$ cat src/tmc_defines.vh
`ifndef TMC_DEFINES_VH
`define TMC_DEFINES_VH

// Register byte address on APB
`define TMC_ADDR_MODE_CTRL 12'h018

// Field positions of the mode control register
`define TMC_MDSEL_LSB 0
`define TMC_MDSEL_MSB 1
`define TMC_AEDG_BIT 2
`define TMC_BEDG_BIT 3
`define TMC_AEN_BIT 4
`define TMC_BEN_BIT 5
`define TMC_AOUT_BIT 6
`define TMC_EN_BIT 7
`define TMC_PTEN_BIT 8
`define TMC_CTRL_MSB 8

// Reset value of the implemented control bits
`define TMC_CTRL_RESET 9'h000

// Mode select encodings
`define TMC_MODE_PWM 2'h0
`define TMC_MODE_DUALCAP 2'h1
`define TMC_MODE_DUALCNT 2'h2
`define TMC_MODE_SINGLECAP 2'h3

// Sub-mode codes reported to counter logic
`define TMC_SUB_1 3'h0
`define TMC_SUB_1A 3'h1
`define TMC_SUB_2 3'h2
`define TMC_SUB_3 3'h3
`define TMC_SUB_4 3'h4

`endif

$ cat src/tmc_mode_ctrl.v
// Overview of operation
// - Pin A enabled in dual-input capture: each A edge loads counter one all-ones.
// - Other modes: pin A enable makes pin A the PWM output.
// - Pin B enabled: B edge presets counter one in mode 2, two in mode 4.
// - Pin B enable does nothing in modes 1, 1a and 3.
// - Output value bit mirrors PWM level on pin A; software reads/writes it.
// - Software write wins over a simultaneous hardware toggle.
// - Output value bit ignored while pin A is input or unit disabled.
// - Unit enable clear stops all counter clocks.
// - Disabled unit ignores writes to counters, capture/reload, pending bits.
// - Disabled unit resets prescaler and pending bits, pin A becomes input.
// - Pulse-train enable with mode 00b selects mode 1a.
// - Pulse-train enable ignored for any other mode value.
// - Mode field: 00 PWM/pulse train, 01 dual capture, 10 dual, 11 single.
// - Edge polarity bit per pin: 0 falling, 1 rising.
`timescale 1ns/1ns
`default_nettype none
`include "tmc_defines.vh"

module tmc_mode_ctrl (
    // APB slave
    input wire pclk,
    input wire presetn,
    input wire psel,
    input wire penable,
    input wire pwrite,
    input wire [11:0] paddr,
    input wire [31:0] pwdata,
    output reg [31:0] prdata,
    output reg pready,
    output reg pslverr,
    // Timer pins
    input wire timer_pin_a_in,
    output reg timer_pin_a_out,
    output reg timer_pin_a_oe,
    input wire timer_pin_b_in,
    // PWM level from counter logic, toggle request
    input wire pwm_level,
    input wire pwm_toggle,
    // Write requests from software to gated registers
    input wire cnt_wr_req,
    input wire crr_wr_req,
    input wire pnd_wr_req,
    // Controls to the counter logic
    output reg counter_clk_en,
    output reg prescaler_clr,
    output reg pending_clr,
    output reg cnt_wr_allow,
    output reg crr_wr_allow,
    output reg pnd_wr_allow,
    output reg [2:0] sub_mode,
    output reg counter_one_preset,
    output reg counter_two_preset
);

// ----------------------------------------------------------------
// Register
// ----------------------------------------------------------------
// Field map of the mode control word:
//   1:0 mode select, 2 pin A edge, 3 pin B edge,
//   4 pin A function enable, 5 pin B preset enable,
//   6 pin A output value, 7 unit enable, 8 pulse-train enable.
// Bits 31:9 are not stored and read back as zero.
reg [`TMC_CTRL_MSB:0] ctrl_r;
reg [`TMC_CTRL_MSB:0] ctrl_nxt;
wire edge_a;
wire edge_b;
wire [1:0] mode;
wire unit_en;
wire aen;
wire ben;
wire pten;
wire wr_hit;
wire acc;
wire pwm_drive;
wire mode_dualcap;
wire mode_singlecap;
wire setup;
wire rd_setup;
wire hw_toggle;
// Per-pin vectors, index 0 is pin A and index 1 is pin B
wire [1:0] pin_in_w;
wire [1:0] rising_w;
wire [1:0] edge_w;
wire preset_one_nxt;
wire preset_two_nxt;
reg [2:0] sub_mode_nxt;
genvar g;

assign mode = ctrl_r[`TMC_MDSEL_MSB:`TMC_MDSEL_LSB];
assign unit_en = ctrl_r[`TMC_EN_BIT];
assign aen = ctrl_r[`TMC_AEN_BIT];
assign ben = ctrl_r[`TMC_BEN_BIT];
assign pten = ctrl_r[`TMC_PTEN_BIT];
assign mode_dualcap = (mode == `TMC_MODE_DUALCAP);
assign mode_singlecap = (mode == `TMC_MODE_SINGLECAP);
assign acc = psel & penable;
assign setup = psel & ~penable;
assign wr_hit = acc & pwrite & (paddr == `TMC_ADDR_MODE_CTRL);
assign rd_setup = setup & ~pwrite & (paddr == `TMC_ADDR_MODE_CTRL);
// Pin A drives only as PWM output in an enabled unit
assign pwm_drive = unit_en & aen & ~mode_dualcap;
// Toggle requests are dropped while the pin is not a PWM output
assign hw_toggle = pwm_drive & pwm_toggle;

// ----------------------------------------------------------------
// Pin edge detection
// ----------------------------------------------------------------
// A pin edge reaches the preset outputs four clocks later; pulses on
// a pin narrower than one clock may be missed
assign pin_in_w[0] = timer_pin_a_in;
assign pin_in_w[1] = timer_pin_b_in;
assign rising_w[0] = ctrl_r[`TMC_AEDG_BIT];
assign rising_w[1] = ctrl_r[`TMC_BEDG_BIT];

generate
    for (g = 0; g < 2; g = g + 1)
    begin : g_pin
        tmc_edge_detect u_edge (
            .pclk(pclk),
            .presetn(presetn),
            .pin_in(pin_in_w[g]),
            .rising_sel(rising_w[g]),
            .edge_evt(edge_w[g])
        );
    end
endgenerate

assign edge_a = edge_w[0];
assign edge_b = edge_w[1];

// ----------------------------------------------------------------
// Next control value
// ----------------------------------------------------------------
always @*
begin
    ctrl_nxt = ctrl_r;
    // Hardware tracks the pin level only while it really drives PWM
    if (hw_toggle)
        ctrl_nxt[`TMC_AOUT_BIT] = ~ctrl_r[`TMC_AOUT_BIT];
    // Full-word write comes last so it overrides the toggle
    if (wr_hit)
        ctrl_nxt = pwdata[`TMC_CTRL_MSB:0];
end

always @(posedge pclk or negedge presetn)
begin
    if (!presetn)
        ctrl_r <= `TMC_CTRL_RESET;
    else
        ctrl_r <= ctrl_nxt;
end

// ----------------------------------------------------------------
// APB response, zero wait states
// ----------------------------------------------------------------
always @(posedge pclk or negedge presetn)
begin
    if (!presetn)
    begin
        prdata <= 32'h00000000;
        pready <= 1'b0;
        pslverr <= 1'b0;
    end
    else
    begin
        // Ready is raised in the setup cycle so access completes at once
        pready <= setup;
        pslverr <= setup & (paddr != `TMC_ADDR_MODE_CTRL);
        // Read data is the value the register holds after this edge
        if (rd_setup)
            prdata <= {23'h000000, ctrl_nxt};
        else
            prdata <= 32'h00000000;
    end
end

// ----------------------------------------------------------------
// Pin A drive
// ----------------------------------------------------------------
// The pin follows the counter's PWM level rather than the stored bit,
// so a software write to the bit never glitches the pin
always @(posedge pclk or negedge presetn)
begin
    if (!presetn)
    begin
        timer_pin_a_out <= 1'b0;
        timer_pin_a_oe <= 1'b0;
    end
    else
    begin
        timer_pin_a_oe <= pwm_drive;
        // Pin value follows the PWM level; zero when not driving
        timer_pin_a_out <= pwm_drive & pwm_level;
    end
end

// ----------------------------------------------------------------
// Unit enable
// ----------------------------------------------------------------
// Prescaler and pending bits stay cleared from reset until enabled
always @(posedge pclk or negedge presetn)
begin
    if (!presetn)
    begin
        counter_clk_en <= 1'b0;
        prescaler_clr <= 1'b1;
        pending_clr <= 1'b1;
    end
    else
    begin
        counter_clk_en <= unit_en;
        prescaler_clr <= ~unit_en;
        pending_clr <= ~unit_en;
    end
end

// ----------------------------------------------------------------
// Write gating
// ----------------------------------------------------------------
// The allow lines lag the request by one cycle, so the counter logic
// must hold its write data and address for that cycle
always @(posedge pclk or negedge presetn)
begin
    if (!presetn)
    begin
        cnt_wr_allow <= 1'b0;
        crr_wr_allow <= 1'b0;
        pnd_wr_allow <= 1'b0;
    end
    else
    begin
        cnt_wr_allow <= unit_en & cnt_wr_req;
        crr_wr_allow <= unit_en & crr_wr_req;
        pnd_wr_allow <= unit_en & pnd_wr_req;
    end
end

// ----------------------------------------------------------------
// Sub-mode decode
// ----------------------------------------------------------------
always @*
begin
    sub_mode_nxt = `TMC_SUB_1;
    case (mode)
        `TMC_MODE_PWM:
            sub_mode_nxt = pten ? `TMC_SUB_1A : `TMC_SUB_1;
        `TMC_MODE_DUALCAP:
            sub_mode_nxt = `TMC_SUB_2;
        `TMC_MODE_DUALCNT:
            sub_mode_nxt = `TMC_SUB_3;
        `TMC_MODE_SINGLECAP:
            sub_mode_nxt = `TMC_SUB_4;
        default:
            sub_mode_nxt = `TMC_SUB_1;
    endcase
end

always @(posedge pclk or negedge presetn)
begin
    if (!presetn)
        sub_mode <= `TMC_SUB_1;
    else
        sub_mode <= sub_mode_nxt;
end

// ----------------------------------------------------------------
// Counter presets
// ----------------------------------------------------------------
// Presets need a running unit since counter clocks are gated
assign preset_one_nxt = unit_en & mode_dualcap &
    ((aen & edge_a) | (ben & edge_b));
assign preset_two_nxt = unit_en & mode_singlecap & ben & edge_b;

always @(posedge pclk or negedge presetn)
begin
    if (!presetn)
    begin
        counter_one_preset <= 1'b0;
        counter_two_preset <= 1'b0;
    end
    else
    begin
        counter_one_preset <= preset_one_nxt;
        counter_two_preset <= preset_two_nxt;
    end
end

endmodule

`default_nettype wire

$ cat src/tmc_edge_detect.v
`timescale 1ns/1ns
`default_nettype none

// Synchroniser plus selectable-edge detector for one timer pin
module tmc_edge_detect (
    // Clock and reset
    input wire pclk,
    input wire presetn,
    // Pin and edge selection
    input wire pin_in,
    input wire rising_sel,
    // One-cycle event
    output reg edge_evt
);

reg sync1_r;
reg sync2_r;
reg last_r;

always @(posedge pclk or negedge presetn)
begin
    if (!presetn)
    begin
        sync1_r <= 1'b0;
        sync2_r <= 1'b0;
        last_r <= 1'b0;
        edge_evt <= 1'b0;
    end
    else
    begin
        sync1_r <= pin_in;
        sync2_r <= sync1_r;
        last_r <= sync2_r;
        edge_evt <= rising_sel ? (sync2_r & ~last_r) : (~sync2_r & last_r);
    end
end

endmodule

`default_nettype wire

$ cat config.mk
export PLATFORM = sky130hd
export DESIGN_NAME = tmc_mode_ctrl
export DESIGN_NICKNAME = d
export VERILOG_FILES = /design/src/tmc_mode_ctrl.v /design/src/tmc_edge_detect.v
export VERILOG_INCLUDE_DIRS = /design/src /design/src/src
export SDC_FILE = /design/constraint.sdc
export NUM_CORES = 1
export LEC_CHECK = 0
export BUFFER_PORTS_ARGS = -buffer_cell sky130_fd_sc_hd__buf_4
export CORE_ASPECT_RATIO = 1.75
export CORE_MARGIN = 5
export CORE_UTILIZATION = 46
export DETAILED_ROUTE_END_ITERATION = 10
export PLACE_DENSITY = 0.85
export REMOVE_ABC_BUFFERS = 1
export SKIP_LAST_GASP = 1
export SLEW_MARGIN = 10
export SYNTH_ARGS = -nofsm -noshare
export SYNTH_HDL_FRONTEND = slang
export SYNTH_SLANG_ARGS = --single-unit
$ cat constraint.sdc
create_clock -name pclk -period 2.96 [get_ports pclk]
set_clock_uncertainty 0.05 [all_clocks]
set_input_delay 0.296 -clock pclk [delete_from_list [all_inputs] [get_ports pclk]]
set_output_delay 0.296 -clock pclk [all_outputs]
set_load 0.01 [all_outputs]
---- After elaboration in Yosys (flattened, before gate mapping) ----
Cells that the tools add are included.
word-level totals
  register bits ........................... 63
  bits in latches ......................... 0
  bits in writable memories ............... 0
  memory bits (read-only) ................. 0
  bits of input ports ..................... 56
  output and inout port bits .............. 47
  memories kept ........................... 0
operators by class
  add/subtract/negate cells ............... 0
  multiply operators ...................... 0
  div/mod/pow operators ................... 0
  order comparisons ....................... 0
  equality and inequality tests ........... 5
  shifts and indexed selects .............. 0
  muxes and demuxes ....................... 7
  bitwise operators ....................... 35
  reductions and logical operators ........ 1
operator list
  cell                 count
  $and 1x1->1          25
  $mux 9               2
  $eq 12x5->1 const B  1
  $ne 12x5->1 const B  1
  $pmux 3 s4           1
  $not 1->1            9
  $eq 2x2->1 const B   2
  $mux 1               4
  $eq 2x1->1 const B   1
  $logic_not 2->1      1
  $or 1x1->1           1

---- Longest topological paths before layout ----
  word-level depth ........................ 7
  mapped depth ............................ 5
  depth with buffers taken out ............ 5

---- Modules after synthesis ----
Synthesis repeated with hierarchy kept, for this count alone.
second synthesis, totals
  cells, all modules ...................... 123
  area total of the unflattened synthesis .. 1692.9 um2
modules (own cells, without submodules)
  module           instances  cells an instance  area each (um2)  sequential area each (um2)
  tmc_mode_ctrl    1          109                1447.6           802.0
  tmc_edge_detect  2          7                  122.6            100.1

---- Worst setup path after synthesis ----
Ideal clock, no wire load.
  kind .................................... flip-flop to flip-flop
  from .................................... register ctrl_r[1]
  to ...................................... register ctrl_r[6]
  library setup time ...................... 125 ps
  data arrival time ....................... 1211 ps
  setup slack ............................. 1574 ps
  stages on the path, launching flop included .. 6
  buffers on the path ..................... 0
  cells stage by stage .................... dfrtp_1 > inv_1 > ha_1 > nand4b_1 > xnor2_1 > mux2_2
between the ends
  cells in the longest elaborated chain, start to end .. 6
ends and longest elaborated chain
  what                    line                 RTL
  from (decl)             tmc_mode_ctrl.v:64   reg [`TMC_CTRL_MSB:0] ctrl_r;
  from (signal assigned)  tmc_mode_ctrl.v:149  ctrl_r <= `TMC_CTRL_RESET;
  from (signal assigned)  tmc_mode_ctrl.v:151  ctrl_r <= ctrl_nxt;
  $eq 2x1->1              n/a
  $not 1->1               tmc_mode_ctrl.v:102  assign pwm_drive = unit_en & aen & ~mode_dualcap;
  $and 1x1->1             tmc_mode_ctrl.v:102
  $and 1x1->1             tmc_mode_ctrl.v:104  assign hw_toggle = pwm_drive & pwm_toggle;
  $mux 1                  tmc_mode_ctrl.v:139  if (hw_toggle)
  $mux 9                  tmc_mode_ctrl.v:142  if (wr_hit)
  via ctrl_nxt[6]         tmc_mode_ctrl.v:65   reg [`TMC_CTRL_MSB:0] ctrl_nxt;
The timed path passes the listed nets, and every way through them passes these cells.

---- Worst setup path in the final report ----
Same ends and word-level chain as after synthesis.

==> results summary <==
The H-tree was split into 2 levels. The first global-routing pass estimated roughly 4800 microns of wire. The setup TNS after final layout is 0 ns. The wire length after detailed routing is 2920 microns. The deepest clock path buffer count is 2. The number of antenna violations at the first check in global routing is 0. The post-synthesis to final-layout area growth came out at 27.8%. The routed via count divided by cell count came out at 4.39. The category of the most critical setup path is flip-flop to flip-flop.

The synthesized area divided by synthesized cell count is 13.9 sq um. At the end of routability-driven placement, the weighted congestion stood at 0.694. The TritonCTS clock tree is yes.

Global routing used 12.8% of the available tracks. The area of combinational cells with multiple inputs came out at about 570 sq um. The root buffer cell chosen for the clock tree is clkbuf_8.

The count of pins over their slew limit is 0. By instance count, the leading cell after synthesis is dfrtp_1. The leakage power total came out at 1.16 nW.

The die width came out at 55.7 microns. The top-level port count came out at 103. The buffer count from post-CTS setup fixing is 0.

The predominant post-synthesis flop cell is dfrtp_1. The fraction of layout cells with a size suffix above 1 came out at a little over two fifths. The HPWL after detailed placement came out at 2290 microns. The pin count of the biggest net entering global routing is between 40 and 50. Setup violations remaining at the end of the flow were counted as 0.

The detailed-route via count is around 1,000. The number of fill cells in the layout is 310. dfrtp_1 takes more of the synthesized area than any other cell.

The final core area utilization came out at between 50% and 60%. The part of the Yosys area used for sequential elements came out at 59.6%. Clock latency on the worst-skew pair, taken at its later pin, is slightly below 0.3 ns. Counting the buffers created by CTS gives 5. Based on the critical path, the design can be clocked at up to 648 MHz. Summing all non-filler instances in the final layout gives an area of between 2000 and 2500 sq um.

The run finished with clean final reports. The count of cells in the finished layout, fillers not included, comes to between 200 and 250. The worst hold path belongs to the class input pin to flip-flop. After synthesis the netlist holds a flip-flop and latch count of 40. Clock tree synthesis found a total of 40 sinks. The number of hold violations in the final report came to 0. The count of unresolved DRC violations after routing is 0. The number of hold buffers added after CTS was 1. Setup repair after global routing left no endpoint under its margin. The number of library cell types mapped by synthesis came out at 28. The post-detailed-route count of antenna-violating nets came out at 0. The net count of the finished layout is 243. Ranked by total cell area, the synthesized netlist is headed by dfrtp_1 58%, buf_4 11%, mux2_2 6.0%. The count of warnings emitted by yosys came out at 0. The core area is between 3000 and 4000 sq um. Counting tap cells, the placed design contains a total of 220 instances. In this run the biggest area consumer among cell types represents 58.0% of the synthesized area. After layout, the worst setup slack is 1.42 ns. The total congestion overflow after global routing is 0.

In the synthesized netlist the async set-or-reset flop fraction comes to 100%. The number of inserted diodes came out at 0. Max-cap violations in this run came to 0.

Along the worst path, the maximum fanout reaches 6. The worst setup slack before clock tree synthesis is 1.34 ns. The cell area after placement is 2060 sq um. The number of instances resized during post-cts repair is 0.

STA classifies the critical path endpoint as a flip-flop. The clock-pin slew on the worst setup and hold paths is 0.07 ns. The first-pass detailed-route iteration total came out at 2.

The share of the clock period used by the worst path came out at 52.1%. The power per standard cell area came out at 447 nW/um^2. Synthesis produced 121 cells. The count of flip-flops with a built-in enable after synthesis came out at 0. The cell row count is 29. The sequential cell area came out at 1000 sq um. The initial cell density of the core came out at 46.8%.

The height of the die came out at 90.0 microns. STA classifies the critical path startpoint as a flip-flop. The detailed router's first-iteration violation count came out at 3.

The worst ir drop on vdd came out at 361 uV. During placement, the flow inserted port buffers numbering 56. The per-cell routed wire length came out at 12.8 microns. The floorplan step defined a die boundary enclosing 5010 sq um.

In this run the cell area of the synthesized design comes to between 1500 and 2000 sq um. Sorting the synthesized cells by how often they occur yields 39 x dfrtp_1, 24 x buf_4, 13 x and2_1, 9 x mux2_2, 5 x ha_1. Data on the critical path arrives at its endpoint at roughly 1.7 ns. The minimum clock period is ~1.5 ns. At the worst endpoint, the required time is 3.09 ns.

The number of global-route vias before repair came out at 1,078.
[registers in the layout (all words and copies together) (netlist names)]
register and count:
g_pin.u_edge.edge_evt 2, g_pin.u_edge.sync1_r 2, pslverr 1, pready 1, timer_pin_a_out 1, ctrl_r 9, g_pin.u_edge.sync2_r 2, g_pin.u_edge.last_r 2
counter_clk_en 1, counter_one_preset 1, cnt_wr_allow 1, timer_pin_a_oe 1, crr_wr_allow 1, sub_mode 3, counter_two_preset 1, prdata 9
pending_clr 1, pnd_wr_allow 1
[cell usage in the layout (no fill, tap or decap), types with 2 or more instances in the layout]
cell type and n:
o21ai_0 2, and2_1 13, inv_1 3, nand2_1 2
conb_1 23, ha_1 5, nor4b_4 2, nand2b_1 2
mux2_2 9, buf_4 56, dfrtp_1 39, nand3b_1 2
nor2_1 2, clkbuf_8 5
[report_power, final]
part / internal, W / switching (W)
logic: 0.0000352 / 0.0000377
clock network: 0.000159 / 0.000172
registers: 0.000554 / 0.00000300
total: 0.000748 / 0.000213
[layout make-up]
class                      count  share of cell area, %
clock buffer                   5                   3.20
clock inverter                 2                  0.582
inverter                       3                  0.524
multi-input combinational     75                   26.4
sequential                    40                   46.6
tap                           46                   2.68
timing repair buffer          57                   20.0
[metrics by stage]
stage	total power, W	hold WS [ns]
global route	0.00101	0.0349
floorplan	0.000588	-0.0496
finish	0.000961	0.0583
detailed placement	0.000639	0.239
CTS	0.000978	0.0440
global placement	0.000638	0.235
[per-layer routing]
metal,share of wire [%],vias up,track usage (%)
li1,-,468,-
met1,34,456,12.4
met2,52,70,21.9
met3,12,6,5.87
met4,2.4,0,6.69
met5,0,-,0
[worst max-delay path, cell delays in order (launching register included)]
cell and delay, ns:
dfrtp_1 0.43, inv_1 0.09, ha_1 0.22, nand4b_1 0.20, xnor2_1 0.17, mux2_2 0.26
[path summary, 6_finish.rpt]
path / end / cells after the start / from / slack [ns]
worst max-delay path: ctrl_r[6]$_DFF_PN0_ / 5 / ctrl_r[1]$_DFF_PN0_ / 1.42
worst min-delay path: g_pin[1].u_edge.sync1_r$_DFF_PN0_ / 1 / timer_pin_b_in / 0.06
worst max register to register: ctrl_r[6]$_DFF_PN0_ / 5 / ctrl_r[1]$_DFF_PN0_ / 1.42
worst min register to register: g_pin[0].u_edge.sync2_r$_DFF_PN0_ / 0 / g_pin[0].u_edge.sync1_r$_DFF_PN0_ / 0.30
max in group asynchronous: pending_clr$_DFF_PN1_ / 2 / presetn / 2.04
min in group asynchronous: prdata[7]$_DFF_PN0_ / 2 / presetn / 0.47
[kinds of logic after synthesis]
group           count (synthesis)  share of synthesized area, %
other cells                     1                         0.223
compound gates                  3                          1.04
fa+ha+maj                       5                          3.72
flops                          40                          59.6
buf+inv                        28                          11.6
xor+xnor                        1                         0.521
simple gates                   33                          16.4
mux                            10                          6.92
Note: power is estimated with default switching activity, not from simulation.
